## src/hw/ttsc_pkg.sv

```systemverilog
// constants and carrier types for the toggle and thermal shutdown control block
// Functional notes
// - select 00 with address 01100 is control write
// - four control bits enable toggling per eight-channel group
// - every one of 32 channels holds A and B
// - B loads ignored unless group toggling enabled
// - first strobe after enabling selects A
// - each later strobe alternates between A and B
// - toggle rate follows strobe rate, no timer
// - after disabling, strobes load from A only
// - thermal shutdown works only while enable bit set
// - over-temperature with protection on powers amplifiers down
// - soft power-up when cool, or disable, re-enables amplifiers
package ttsc_pkg;

  // ----------------------------------------------------------------
  // sizes
  // ----------------------------------------------------------------
  localparam int TTSC_CHANNELS = 32;
  localparam int TTSC_GROUP_SIZE = 8;
  localparam int TTSC_GROUPS = TTSC_CHANNELS / TTSC_GROUP_SIZE;
  localparam int TTSC_DATA_W = 14;
  localparam int TTSC_ADDR_W = 5;

  // ----------------------------------------------------------------
  // write decoding
  // ----------------------------------------------------------------
  localparam logic [1:0] TTSC_SEL_SPECIAL = 2'h0;    // special function space
  localparam logic [1:0] TTSC_SEL_DATA = 2'h3;       // channel data registers
  localparam logic [4:0] TTSC_CTRL_ADDR = 5'h0C;     // address 01100
  localparam logic TTSC_AB_SEL_A = 1'b0;             // write targets A register
  localparam logic TTSC_AB_SEL_B = 1'b1;             // write targets B register

  // ----------------------------------------------------------------
  // control register layout and reset value
  // ----------------------------------------------------------------
  localparam int TTSC_TOGGLE_LSB = 2;                // group 0 enable, groups follow upward
  localparam int TTSC_THERMAL_POS = 8;               // thermal protect enable
  localparam logic [13:0] TTSC_CTRL_RESET = 14'h0000;
  localparam logic [13:0] TTSC_DATA_RESET = 14'h0000;

  // ----------------------------------------------------------------
  // carriers
  // ----------------------------------------------------------------
  typedef struct packed {
    logic register_select_hi;
    logic register_select_lo;
    logic [4:0] channel_address_field;
    logic ab_select;
    logic [13:0] data;
  } ttsc_write_t;

  typedef struct packed {
    logic [3:0] toggle_enable;
    logic thermal_protect_enable;
  } ttsc_ctrl_t;

endpackage

```

## src/hw/ttsc_toggle_thermal_ctrl.sv

```systemverilog
// toggle mode data selection and thermal shutdown control for 32 channels
`timescale 1ns/1ns
`default_nettype none
module ttsc_toggle_thermal_ctrl
  import ttsc_pkg::*;
#(
  parameter int CHANNELS = TTSC_CHANNELS,
  parameter int GROUP_SIZE = TTSC_GROUP_SIZE,
  parameter int DATA_W = TTSC_DATA_W
) (
  input wire logic clk,
  input wire logic srst,
  input wire logic write_valid,
  input wire ttsc_write_t write_req,
  input wire logic load_output_strobe_n,
  input wire logic soft_power_up,
  input wire logic over_temp_raw,
  output ttsc_ctrl_t ctrl,
  output logic [CHANNELS-1:0][DATA_W-1:0] channel_code,
  output logic [CHANNELS-1:0] channel_from_b,
  output logic amp_enable,
  output logic thermal_shutdown,
  output logic over_temp
);

  localparam int GROUPS = CHANNELS / GROUP_SIZE;

  logic [DATA_W-1:0] data_a [CHANNELS];
  logic [DATA_W-1:0] data_b [CHANNELS];
  logic strobe_n_q;
  logic load_pulse;
  logic ctrl_write;
  logic data_write;
  logic shutdown;
  logic [GROUPS-1:0] load_from_b;

  // ----------------------------------------------------------------
  // helpers
  // ----------------------------------------------------------------

  // group that a channel belongs to
  function automatic int group_of(input int ch);
    group_of = ch / GROUP_SIZE;
  endfunction

  // channel index of a write address
  function automatic int chan_of(input logic [4:0] addr);
    chan_of = int'(addr);
  endfunction

  // ----------------------------------------------------------------
  // write decoding
  // ----------------------------------------------------------------
  always_comb begin
    ctrl_write = 1'b0;
    data_write = 1'b0;
    if (write_valid &&
        {write_req.register_select_hi, write_req.register_select_lo} == TTSC_SEL_SPECIAL &&
        write_req.channel_address_field == TTSC_CTRL_ADDR) begin
      ctrl_write = 1'b1;
    end else if (write_valid &&
        {write_req.register_select_hi, write_req.register_select_lo} == TTSC_SEL_DATA) begin
      data_write = 1'b1;
    end
  end

  // ----------------------------------------------------------------
  // control register
  // ----------------------------------------------------------------
  always_ff @(posedge clk) begin
    if (srst) begin
      ctrl.toggle_enable <= TTSC_CTRL_RESET[TTSC_TOGGLE_LSB +: 4];
      ctrl.thermal_protect_enable <= TTSC_CTRL_RESET[TTSC_THERMAL_POS];
    end else if (ctrl_write) begin
      ctrl.toggle_enable <= write_req.data[TTSC_TOGGLE_LSB +: 4];
      ctrl.thermal_protect_enable <= write_req.data[TTSC_THERMAL_POS];
    end
  end

  // ----------------------------------------------------------------
  // A and B holding registers
  // ----------------------------------------------------------------
  always_ff @(posedge clk) begin
    if (srst) begin
      for (int c = 0; c < CHANNELS; c++) begin
        data_a[c] <= TTSC_DATA_RESET;
        data_b[c] <= TTSC_DATA_RESET;
      end
    end else if (data_write) begin
      if (write_req.ab_select == TTSC_AB_SEL_A) begin
        data_a[chan_of(write_req.channel_address_field)] <= write_req.data[DATA_W-1:0];
      end else if (ctrl.toggle_enable[group_of(chan_of(write_req.channel_address_field))]) begin
        data_b[chan_of(write_req.channel_address_field)] <= write_req.data[DATA_W-1:0];
      end
    end
  end

  // ----------------------------------------------------------------
  // load strobe: a falling edge is one active strobe
  // ----------------------------------------------------------------
  always_ff @(posedge clk) begin
    if (srst) begin
      strobe_n_q <= 1'b1;
    end else begin
      strobe_n_q <= load_output_strobe_n;
    end
  end

  always_comb begin
    load_pulse = strobe_n_q & ~load_output_strobe_n;
  end

  // per-group A/B phase tracking
  ttsc_toggle_phase #(
    .GROUPS(GROUPS)
  ) u_phase (
    .clk(clk),
    .srst(srst),
    .toggle_enable(ctrl.toggle_enable),
    .load_pulse(load_pulse),
    .load_from_b(load_from_b),
    .phase_b()
  );

  // ----------------------------------------------------------------
  // output codes: loaded from A or B on each strobe
  // ----------------------------------------------------------------
  always_ff @(posedge clk) begin
    if (srst) begin
      for (int c = 0; c < CHANNELS; c++) begin
        channel_code[c] <= TTSC_DATA_RESET;
        channel_from_b[c] <= 1'b0;
      end
    end else if (load_pulse) begin
      for (int c = 0; c < CHANNELS; c++) begin
        if (load_from_b[group_of(c)]) begin
          channel_code[c] <= data_b[c];
          channel_from_b[c] <= 1'b1;
        end else begin
          channel_code[c] <= data_a[c];
          channel_from_b[c] <= 1'b0;
        end
      end
    end
  end

  // ----------------------------------------------------------------
  // thermal protection
  // ----------------------------------------------------------------
  ttsc_thermal_guard u_thermal (
    .clk(clk),
    .srst(srst),
    .over_temp_raw(over_temp_raw),
    .thermal_protect_enable(ctrl.thermal_protect_enable),
    .soft_power_up(soft_power_up),
    .over_temp(over_temp),
    .shutdown(shutdown)
  );

  // amplifiers follow the latched shutdown state
  always_comb begin
    thermal_shutdown = shutdown;
    amp_enable = ~shutdown;
  end

endmodule // ttsc_toggle_thermal_ctrl
`default_nettype wire

```

## src/hw/ttsc_thermal_guard.sv

```systemverilog
// thermal shutdown latch with synchronised over-temperature input
`timescale 1ns/1ns
`default_nettype none
module ttsc_thermal_guard
  import ttsc_pkg::*;
(
  input wire logic clk,
  input wire logic srst,
  input wire logic over_temp_raw,
  input wire logic thermal_protect_enable,
  input wire logic soft_power_up,
  output logic over_temp,
  output logic shutdown
);

  logic over_temp_meta;

  // ----------------------------------------------------------------
  // two-flop synchroniser for the analog comparator output
  // ----------------------------------------------------------------
  always_ff @(posedge clk) begin
    if (srst) begin
      over_temp_meta <= 1'b0;
      over_temp <= 1'b0;
    end else begin
      over_temp_meta <= over_temp_raw;
      over_temp <= over_temp_meta;
    end
  end

  // ----------------------------------------------------------------
  // shutdown latch: a hot die wins over a soft power-up release in the same cycle, clearing the enable wins over a hot die
  // ----------------------------------------------------------------
  always_ff @(posedge clk) begin
    if (srst) begin
      shutdown <= 1'b0;
    end else if (!thermal_protect_enable) begin
      shutdown <= 1'b0;
    end else if (over_temp) begin
      shutdown <= 1'b1;
    end else if (soft_power_up) begin
      shutdown <= 1'b0;
    end
  end

endmodule // ttsc_thermal_guard
`default_nettype wire

```

## src/hw/ttsc_toggle_phase.sv

```systemverilog
// per-group toggle phase: which of A or B the next strobe loads
`timescale 1ns/1ns
`default_nettype none
module ttsc_toggle_phase
  import ttsc_pkg::*;
#(
  parameter int GROUPS = TTSC_GROUPS
) (
  input wire logic clk,
  input wire logic srst,
  input wire logic [GROUPS-1:0] toggle_enable,
  input wire logic load_pulse,
  output logic [GROUPS-1:0] load_from_b,
  output logic [GROUPS-1:0] phase_b
);

  // which register this strobe takes, per group
  always_comb begin
    load_from_b = phase_b & toggle_enable;
  end

  // ----------------------------------------------------------------
  // phase flips on each strobe and is held at A while a group is off,
  // so the first strobe after enabling loads A and every later one flips
  // ----------------------------------------------------------------
  always_ff @(posedge clk) begin
    if (srst) begin
      phase_b <= '0;
    end else begin
      for (int g = 0; g < GROUPS; g++) begin
        if (!toggle_enable[g]) begin
          phase_b[g] <= 1'b0;
        end else if (load_pulse) begin
          phase_b[g] <= ~phase_b[g];
        end
      end
    end
  end

endmodule // ttsc_toggle_phase
`default_nettype wire

```

## config.mk

```make
export PLATFORM = sky130hd
export DESIGN_NAME = ttsc_toggle_thermal_ctrl
export DESIGN_NICKNAME = d
export VERILOG_FILES = /design/src/hw/ttsc_pkg.sv /design/src/hw/ttsc_toggle_thermal_ctrl.sv /design/src/hw/ttsc_thermal_guard.sv /design/src/hw/ttsc_toggle_phase.sv
export SDC_FILE = /design/constraint.sdc
export NUM_CORES = 2
export LEC_CHECK = 0
export BUFFER_PORTS_ARGS = -buffer_cell sky130_fd_sc_hd__buf_4
export CAP_MARGIN = 20
export CORE_MARGIN = 3
export CORE_UTILIZATION = 40
export CTS_CLUSTER_SIZE = 16
export DETAILED_ROUTE_END_ITERATION = 16
export REMOVE_ABC_BUFFERS = 1
export SLEW_MARGIN = 20
export SYNTH_ARGS = -nofsm -noshare
export SYNTH_HDL_FRONTEND = slang
export SYNTH_SLANG_ARGS = --single-unit
export TNS_END_PERCENT = 5
```

## constraint.sdc

```tcl
create_clock -name clk -period 4.2 [get_ports clk]
set_input_delay 0.63 -clock clk [delete_from_list [all_inputs] [get_ports clk]]
set_output_delay 0.63 -clock clk [all_outputs]
set_load 0.02 [all_outputs]
```

---- Word level (Yosys, flattened, before mapping) ----
Memory sizes are Yosys's and may differ from the RTL's.
Index checks and enable logic that the tools add are counted.
word-level totals
  bits of input ports ..................... 28
  output and inout port bits .............. 488
  RAM bits ................................ 896
  logic and storage cells ................. 133
  register bits ........................... 486
  memories ................................ 2
cells by class
  order comparisons ....................... 1
  mux-type cells .......................... 60
  equality and inequality tests ........... 2
  reduce and logical (&&, ||, !) cells .... 12
  bitwise logic cells ..................... 13
memories
  name    words  width  read ports  clocked after Yosys merged registers in  wr ports  RTL line                        RTL
  data_a  32     14     32          0                                        32        ttsc_toggle_thermal_ctrl.sv:28  logic [DATA_W-1:0] data_a [CHANNELS];
  data_b  32     14     32          0                                        32        ttsc_toggle_thermal_ctrl.sv:29  logic [DATA_W-1:0] data_b [CHANNELS];
operators with widths
  kind                  count
  $mux W14              34
  $reduce_or A14 Y1     2
  $mux W1               23
  $not A1 Y1            11
  $mux W5               2
  $reduce_or A2 Y1      5
  $eq A5 B4 Y1 const B  1
  $and A4 B4 Y4         1
  $logic_and A1 B1 Y1   3
  $lt A2 B3 Y1 const B  1
  $bmux W1 S2           1
  $eq A2 B2 Y1 const B  1
  $logic_not A2 Y1      1
  $reduce_bool A2 Y1    1
  $and A1 B1 Y1         1

---- Logic depth before layout (Yosys ltp) ----
  word-level depth ........................ 9
  gate-level depth with buffers ........... 7
  depth with buffers taken out ............ 3

---- Modules after synthesis ----
Synthesis repeated with hierarchy kept, for this count alone.
second synthesis, totals
  cell total of the unflattened synthesis .. 4234
  area, all modules ....................... 52321.4 µm²
by module, submodules not included
  module                    times used  seq. area each (µm²)  area each (µm²)  cells each
  ttsc_toggle_thermal_ctrl  1           36074.6               52047.4          4209
  ttsc_toggle_phase         1           80.1                  181.4            17
  ttsc_thermal_guard        1           60.1                  92.6             8

---- Least setup slack after synthesis ----
No wires, ideal clock.
  path type ............................... input -> register
  start ................................... in srst
  end ..................................... mem data_a[22][0] (netlist bit) (enable)
  cell stages on the path ................. 6
  data arrival time ....................... 2332 ps
  path slack .............................. 1480 ps
  path buffers ............................ 3
  data required time ...................... 3812 ps
  setup time .............................. 388 ps
  cell sequence ........................... clkbuf_1 -> and4b_1 -> buf_2 -> nand4b_1 -> buf_2 -> o21bai_1
RTL lines
  element          RTL line                        RTL
  start, declared  ttsc_toggle_thermal_ctrl.sv:12  input wire logic srst,
  end, declared    ttsc_toggle_thermal_ctrl.sv:28

---- Final worst setup path ----
  start ................................... reg, netlist name ctrl[3]
  end ..................................... out ctrl[3] (netlist bit)
RTL lines
  element        RTL line                        RTL
  end, declared  ttsc_toggle_thermal_ctrl.sv:18  output ttsc_ctrl_t ctrl,
No word-level cell between the ends.

==> results.txt <==
----------------------------------------------------
[Worst setup path]
  Number of buffer and inverter instances along the worst setup path ... 2
  Worst setup slack for register-to-register paths ... 1.44 ns
  Setup crit end kind ... output port
  Slowest stage cell on the critical path ... sky130_fd_sc_hd__dfxtp_4
  Worst stage delay on the critical path ... 0.75 ns
  Cell-by-cell listing of the critical path ... buf_4 -> buf_4
  Startpoint-to-endpoint class of the critical path ... flop to output port
  Cell count along the critical path ... 2
  Required time at the worst-slack endpoint ... 3.57 ns
  Logic depth of the worst register-to-register path ... 4
  Reg2Reg Launch Point ... ctrl[3]
  Critical path's top delay family ... buffers and inverters
  CP Max Fanout ... 48
  CP Capture Point ... ctrl[3]
  Critical path launch point ... ctrl[3]
  Endpoint of the most critical register-to-register path ... data_b[23][0]
  Cell repeated most along the worst path ... sky130_fd_sc_hd__buf_4
  Arrival time reported for the critical path endpoint ... 2.47 ns
  Startpoint Class ... flop

[Power and ir drop]
  Worst vdd ir ... 0.3885 mV
  Leakage power of the design ... 22.66 nW
  Power density normalized to cell area ... 480.0 nW/um^2
  Design Power ... 30.03 mW

[Synth]
  Commonest register cell after synthesis ... sky130_fd_sc_hd__edfxtp_1
  Count of distinct cell types in the synthesized netlist ... 36
  Mean cell area of the mapped netlist ... 11.00 sq um
  Dominant cell type by area after synthesis ... sky130_fd_sc_hd__edfxtp_1
  Sequential share of the synthesized area ... 68.74%
  #FFs+latches synth ... 1361
  Post-synth ARST share ... 0%
  Top area cells in the synthesized netlist ... sky130_fd_sc_hd__edfxtp_1 (51%), sky130_fd_sc_hd__dfxtp_1 (18%), sky130_fd_sc_hd__nor2_1 (9.6%), sky130_fd_sc_hd__a311oi_1 (7.4%), sky130_fd_sc_hd__nand3_1 (4.4%)
  Cell area after technology mapping ... 52690 sq um
  Largest family of logic cells by synthesized area ... simple AND/OR/NAND/NOR gates
  Number of enable-type register cells in the synthesized netlist ... 896
  Synth top area share ... 51.07%
  Share of synthesized cell area in and, or, nand and nor gates ... 18.49%
  Most common cell in the synthesized netlist ... sky130_fd_sc_hd__nor2_1
  Mux cell area share after synthesis ... 0.09499%
  Number of warning messages in the yosys log ... 0
  Compound-cell area share of the yosys netlist ... 8.457%
  Xor-xnor portion of the synthesized cell area ... 0.06650%
  Post-Syn Instances ... 4790
  Most instantiated cells after synthesis ... sky130_fd_sc_hd__nor2_1 (1347), sky130_fd_sc_hd__edfxtp_1 (896), sky130_fd_sc_hd__nand2_1 (519)
  Adder-cell share of the synthesized area ... 0%

[STA]
  Aggregate negative setup slack ... 0 ns
  Slew @ Worst Pin ... 1.162 ns
  Period minus WS final ... 3.101 ns
  Worst slew margin relative to its limit ... 22.35%
  Number of max-slew violations in the final report ... 0
  Setup repair after global routing missed its margin ... no
  Final hold violation count ... 0
  Setup-failing EPs final ... 0
  Max frequency ... 322.5 MHz
  Share of the cycle needed by the critical path after routing ... 73.82%
  Post-route clock skew ... 0.02931 ns

[Layout]
  Fill cells ... 11.89k
  Fin nets ... 5102
  Sequential cell area ... 36240 sq um
  Area occupied by multi-input gates ... 14390 sq um
  Area growth syn-to-layout ... 18.74%
  Layout cells sized above 1 ... 17.04%

[Detailed routing]
  Post-route DRC ... 0
  Detailed-route via count ... 38.40k
  Remaining antenna violation count ... 0
  Number of violations reported at the end of detailed-routing iteration 0 ... 3969
  Final wirelength ... 171900 microns
  Average detailed-routed wire length per instance ... 24.76 microns
  Vias per Instance ... 5.529
  Detailed-router iteration count before antenna repair ... 6

[CTS]
  # H-tree levels ... 4
  Number of hold buffers added after cts ... 0
  Total setup buffers inserted after CTS ... 0
  Clock Sink Count ... 1361
  Number of clock buffers inserted by TritonCTS ... 145
  CTS Buffer Depth ... 3
  Clock transition time at the flip-flop clock pins of the worst setup and hold paths ... 0.06 ns
  Latest clock arrival within the worst-skew pair ... 0.78 ns
  TritonCTS clock tree ... built
  Number of cells upsized or downsized after cts ... 0
  Root buffer cell ... sky130_fd_sc_hd__clkbuf_16

[Run status]
  Status ... finished, final reports clean

[Placement]
  Port Buffers ... 515
  Last weighted congestion value of the routability-driven placer ... 0.8044
  Detailed placement HPWL ... 108400 microns

[GRT]
  Number of antenna violations at the first check in global routing ... 19
  Maximum number of pins on one net before global-route repair ... 147
  Gr usage total ... 24.67%
  Via count of the first global-routing pass ... 36.18k
  Global-route wire length before repair ... 247500 microns
  Total grt overflow ... 0

[Floorplanning]
  Placeable core region ... 130100 sq um
  Die width ... 368.9 microns
  Overall die area ... 136100 sq um
  Std cell rows ... 132
  Die extent in y ... 368.9 microns
  I/O Pins ... 516
  Initial core utilization ... 40.48%

[Worst hold path]
  Hold Path Class ... input port to flop

[Job]
  Number of maximum-capacitance constraint violations ... 0

----------------------------------------------------
[kinds of logic (layout without fill, tap and decap cells)]
group | count (synthesis) | count (layout)
AOI/OAI and AO/OA | 517 | 517
xor gates and xnor gates | 4 | 4
muxes | 5 | 5
buffers and inverters | 518 | 921
other | 0 | 10
DFF | 1361 | 1361
and+or+nand+nor | 2385 | 2385
[routing by layer]
| metal | GRT usage, % | routed length [microns] | up-vias |
|---|---|---|---|
| met5 | 0 | 139 | - |
| met4 | 8.019 | 5170 | 22 |
| met3 | 6.999 | 16610 | 283 |
| met2 | 38.70 | 79360 | 1608 |
| met1 | 33.03 | 70660 | 18970 |
| li1 | - | - | 17520 |
[cell type report]
| class | instances | area share [%] |
|---|---|---|
| inverters | 3 | 0.01800 |
| multi-input cells | 2911 | 23.01 |
| repair buffers | 652 | 8.305 |
| flip-flops and latches | 1361 | 57.94 |
| diodes | 10 | 0.04000 |
| clock buffers | 220 | 6.662 |
| clock inverters | 46 | 0.5420 |
| well taps | 1742 | 3.484 |
[sequential cells by signal, indices dropped and copies added (netlist names)]
| signal | cells |
|---|---|
| data_b | 448 |
| channel_from_b | 4 |
| data_a | 448 |
| u_thermal.shutdown | 1 |
| strobe_n_q | 1 |
| ctrl | 5 |
| u_thermal.over_temp | 1 |
| u_thermal.over_temp_meta | 1 |
| u_phase.phase_b | 4 |
| channel_code | 448 |
[metrics by stage]
step | util, % | hold WS (ns) | worst slack [ns] | instance area [sq um] | cells
floorplan | - | 0.4138 | -27.81 | 50510 | 4275
global placement | 44.51 | 0.4382 | 0.8743 | 57930 | 6665
detailed placement | 44.53 | 0.4246 | 0.9867 | 57950 | 6665
global route | 48.05 | 0.05213 | 0.9961 | 62530 | 6935
CTS | 47.99 | 0.03442 | 1.062 | 62450 | 6931
finish | 48.07 | 0.07907 | 1.099 | 62560 | 6945
[how the worst min path moves through the flow]
stage	startpoint	endpoint	slack, ns	cells after the start
3_5_place_dp	u_thermal.over_temp_meta	u_thermal.over_temp	0.42	1
3_3_place_gp	u_thermal.over_temp_meta	u_thermal.over_temp	0.44	1
2_1_floorplan	u_thermal.over_temp_meta	u_thermal.over_temp	0.41	1
5_1_grt	over_temp_raw	u_thermal.over_temp_meta	0.05	2
4_1_cts	over_temp_raw	u_thermal.over_temp_meta	0.03	2
6_report	over_temp_raw	u_thermal.over_temp_meta	0.08	2
[cell usage in the layout (no fill, tap or decap), types with 2 or more instances in the layout]
cell type,instances
sky130_fd_sc_hd__a21oi_1,5
sky130_fd_sc_hd__and3_1,4
sky130_fd_sc_hd__a41o_1,7
sky130_fd_sc_hd__buf_4,627
sky130_fd_sc_hd__nor2_1,1347
sky130_fd_sc_hd__and2_1,7
sky130_fd_sc_hd__buf_12,20
sky130_fd_sc_hd__edfxtp_1,896
sky130_fd_sc_hd__nand4_1,5
sky130_fd_sc_hd__clkinv_1,19
sky130_fd_sc_hd__bufinv_16,4
sky130_fd_sc_hd__inv_6,7
sky130_fd_sc_hd__a311oi_1,448
sky130_fd_sc_hd__or2_2,2
sky130_fd_sc_hd__nand2_1,514
sky130_fd_sc_hd__nor2b_1,6
sky130_fd_sc_hd__and4b_1,2
sky130_fd_sc_hd__nand2_4,3
sky130_fd_sc_hd__nand4b_1,3
sky130_fd_sc_hd__a31o_2,7
sky130_fd_sc_hd__a21o_1,6
sky130_fd_sc_hd__xnor2_1,4
sky130_fd_sc_hd__dfxtp_4,8
sky130_fd_sc_hd__clkinv_2,14
sky130_fd_sc_hd__clkbuf_8,13
sky130_fd_sc_hd__and3b_1,3
sky130_fd_sc_hd__clkbuf_1,56
sky130_fd_sc_hd__clkbuf_16,151
sky130_fd_sc_hd__diode_2,10
sky130_fd_sc_hd__nand3_1,457
sky130_fd_sc_hd__o21bai_1,38
sky130_fd_sc_hd__inv_1,3
sky130_fd_sc_hd__nand3_2,8
sky130_fd_sc_hd__nand2b_1,13
sky130_fd_sc_hd__buf_8,4
sky130_fd_sc_hd__mux2i_1,5
sky130_fd_sc_hd__dfxtp_1,457
sky130_fd_sc_hd__o21bai_2,6
[report_power, final]
| group | switching [mW] | leakage, nW | total (mW) | internal [mW] |
|---|---|---|---|---|
| Combinational | 1.56 | 7.73 | 2.36 | 0.791 |
| Sequential | 0.430 | 12.7 | 15.4 | 14.9 |
| Clock | 5.23 | 2.20 | 12.3 | 7.09 |
| Total | 7.22 | 22.7 | 30.0 | 22.8 |
Note: power is estimated with default switching activity, not from simulation.
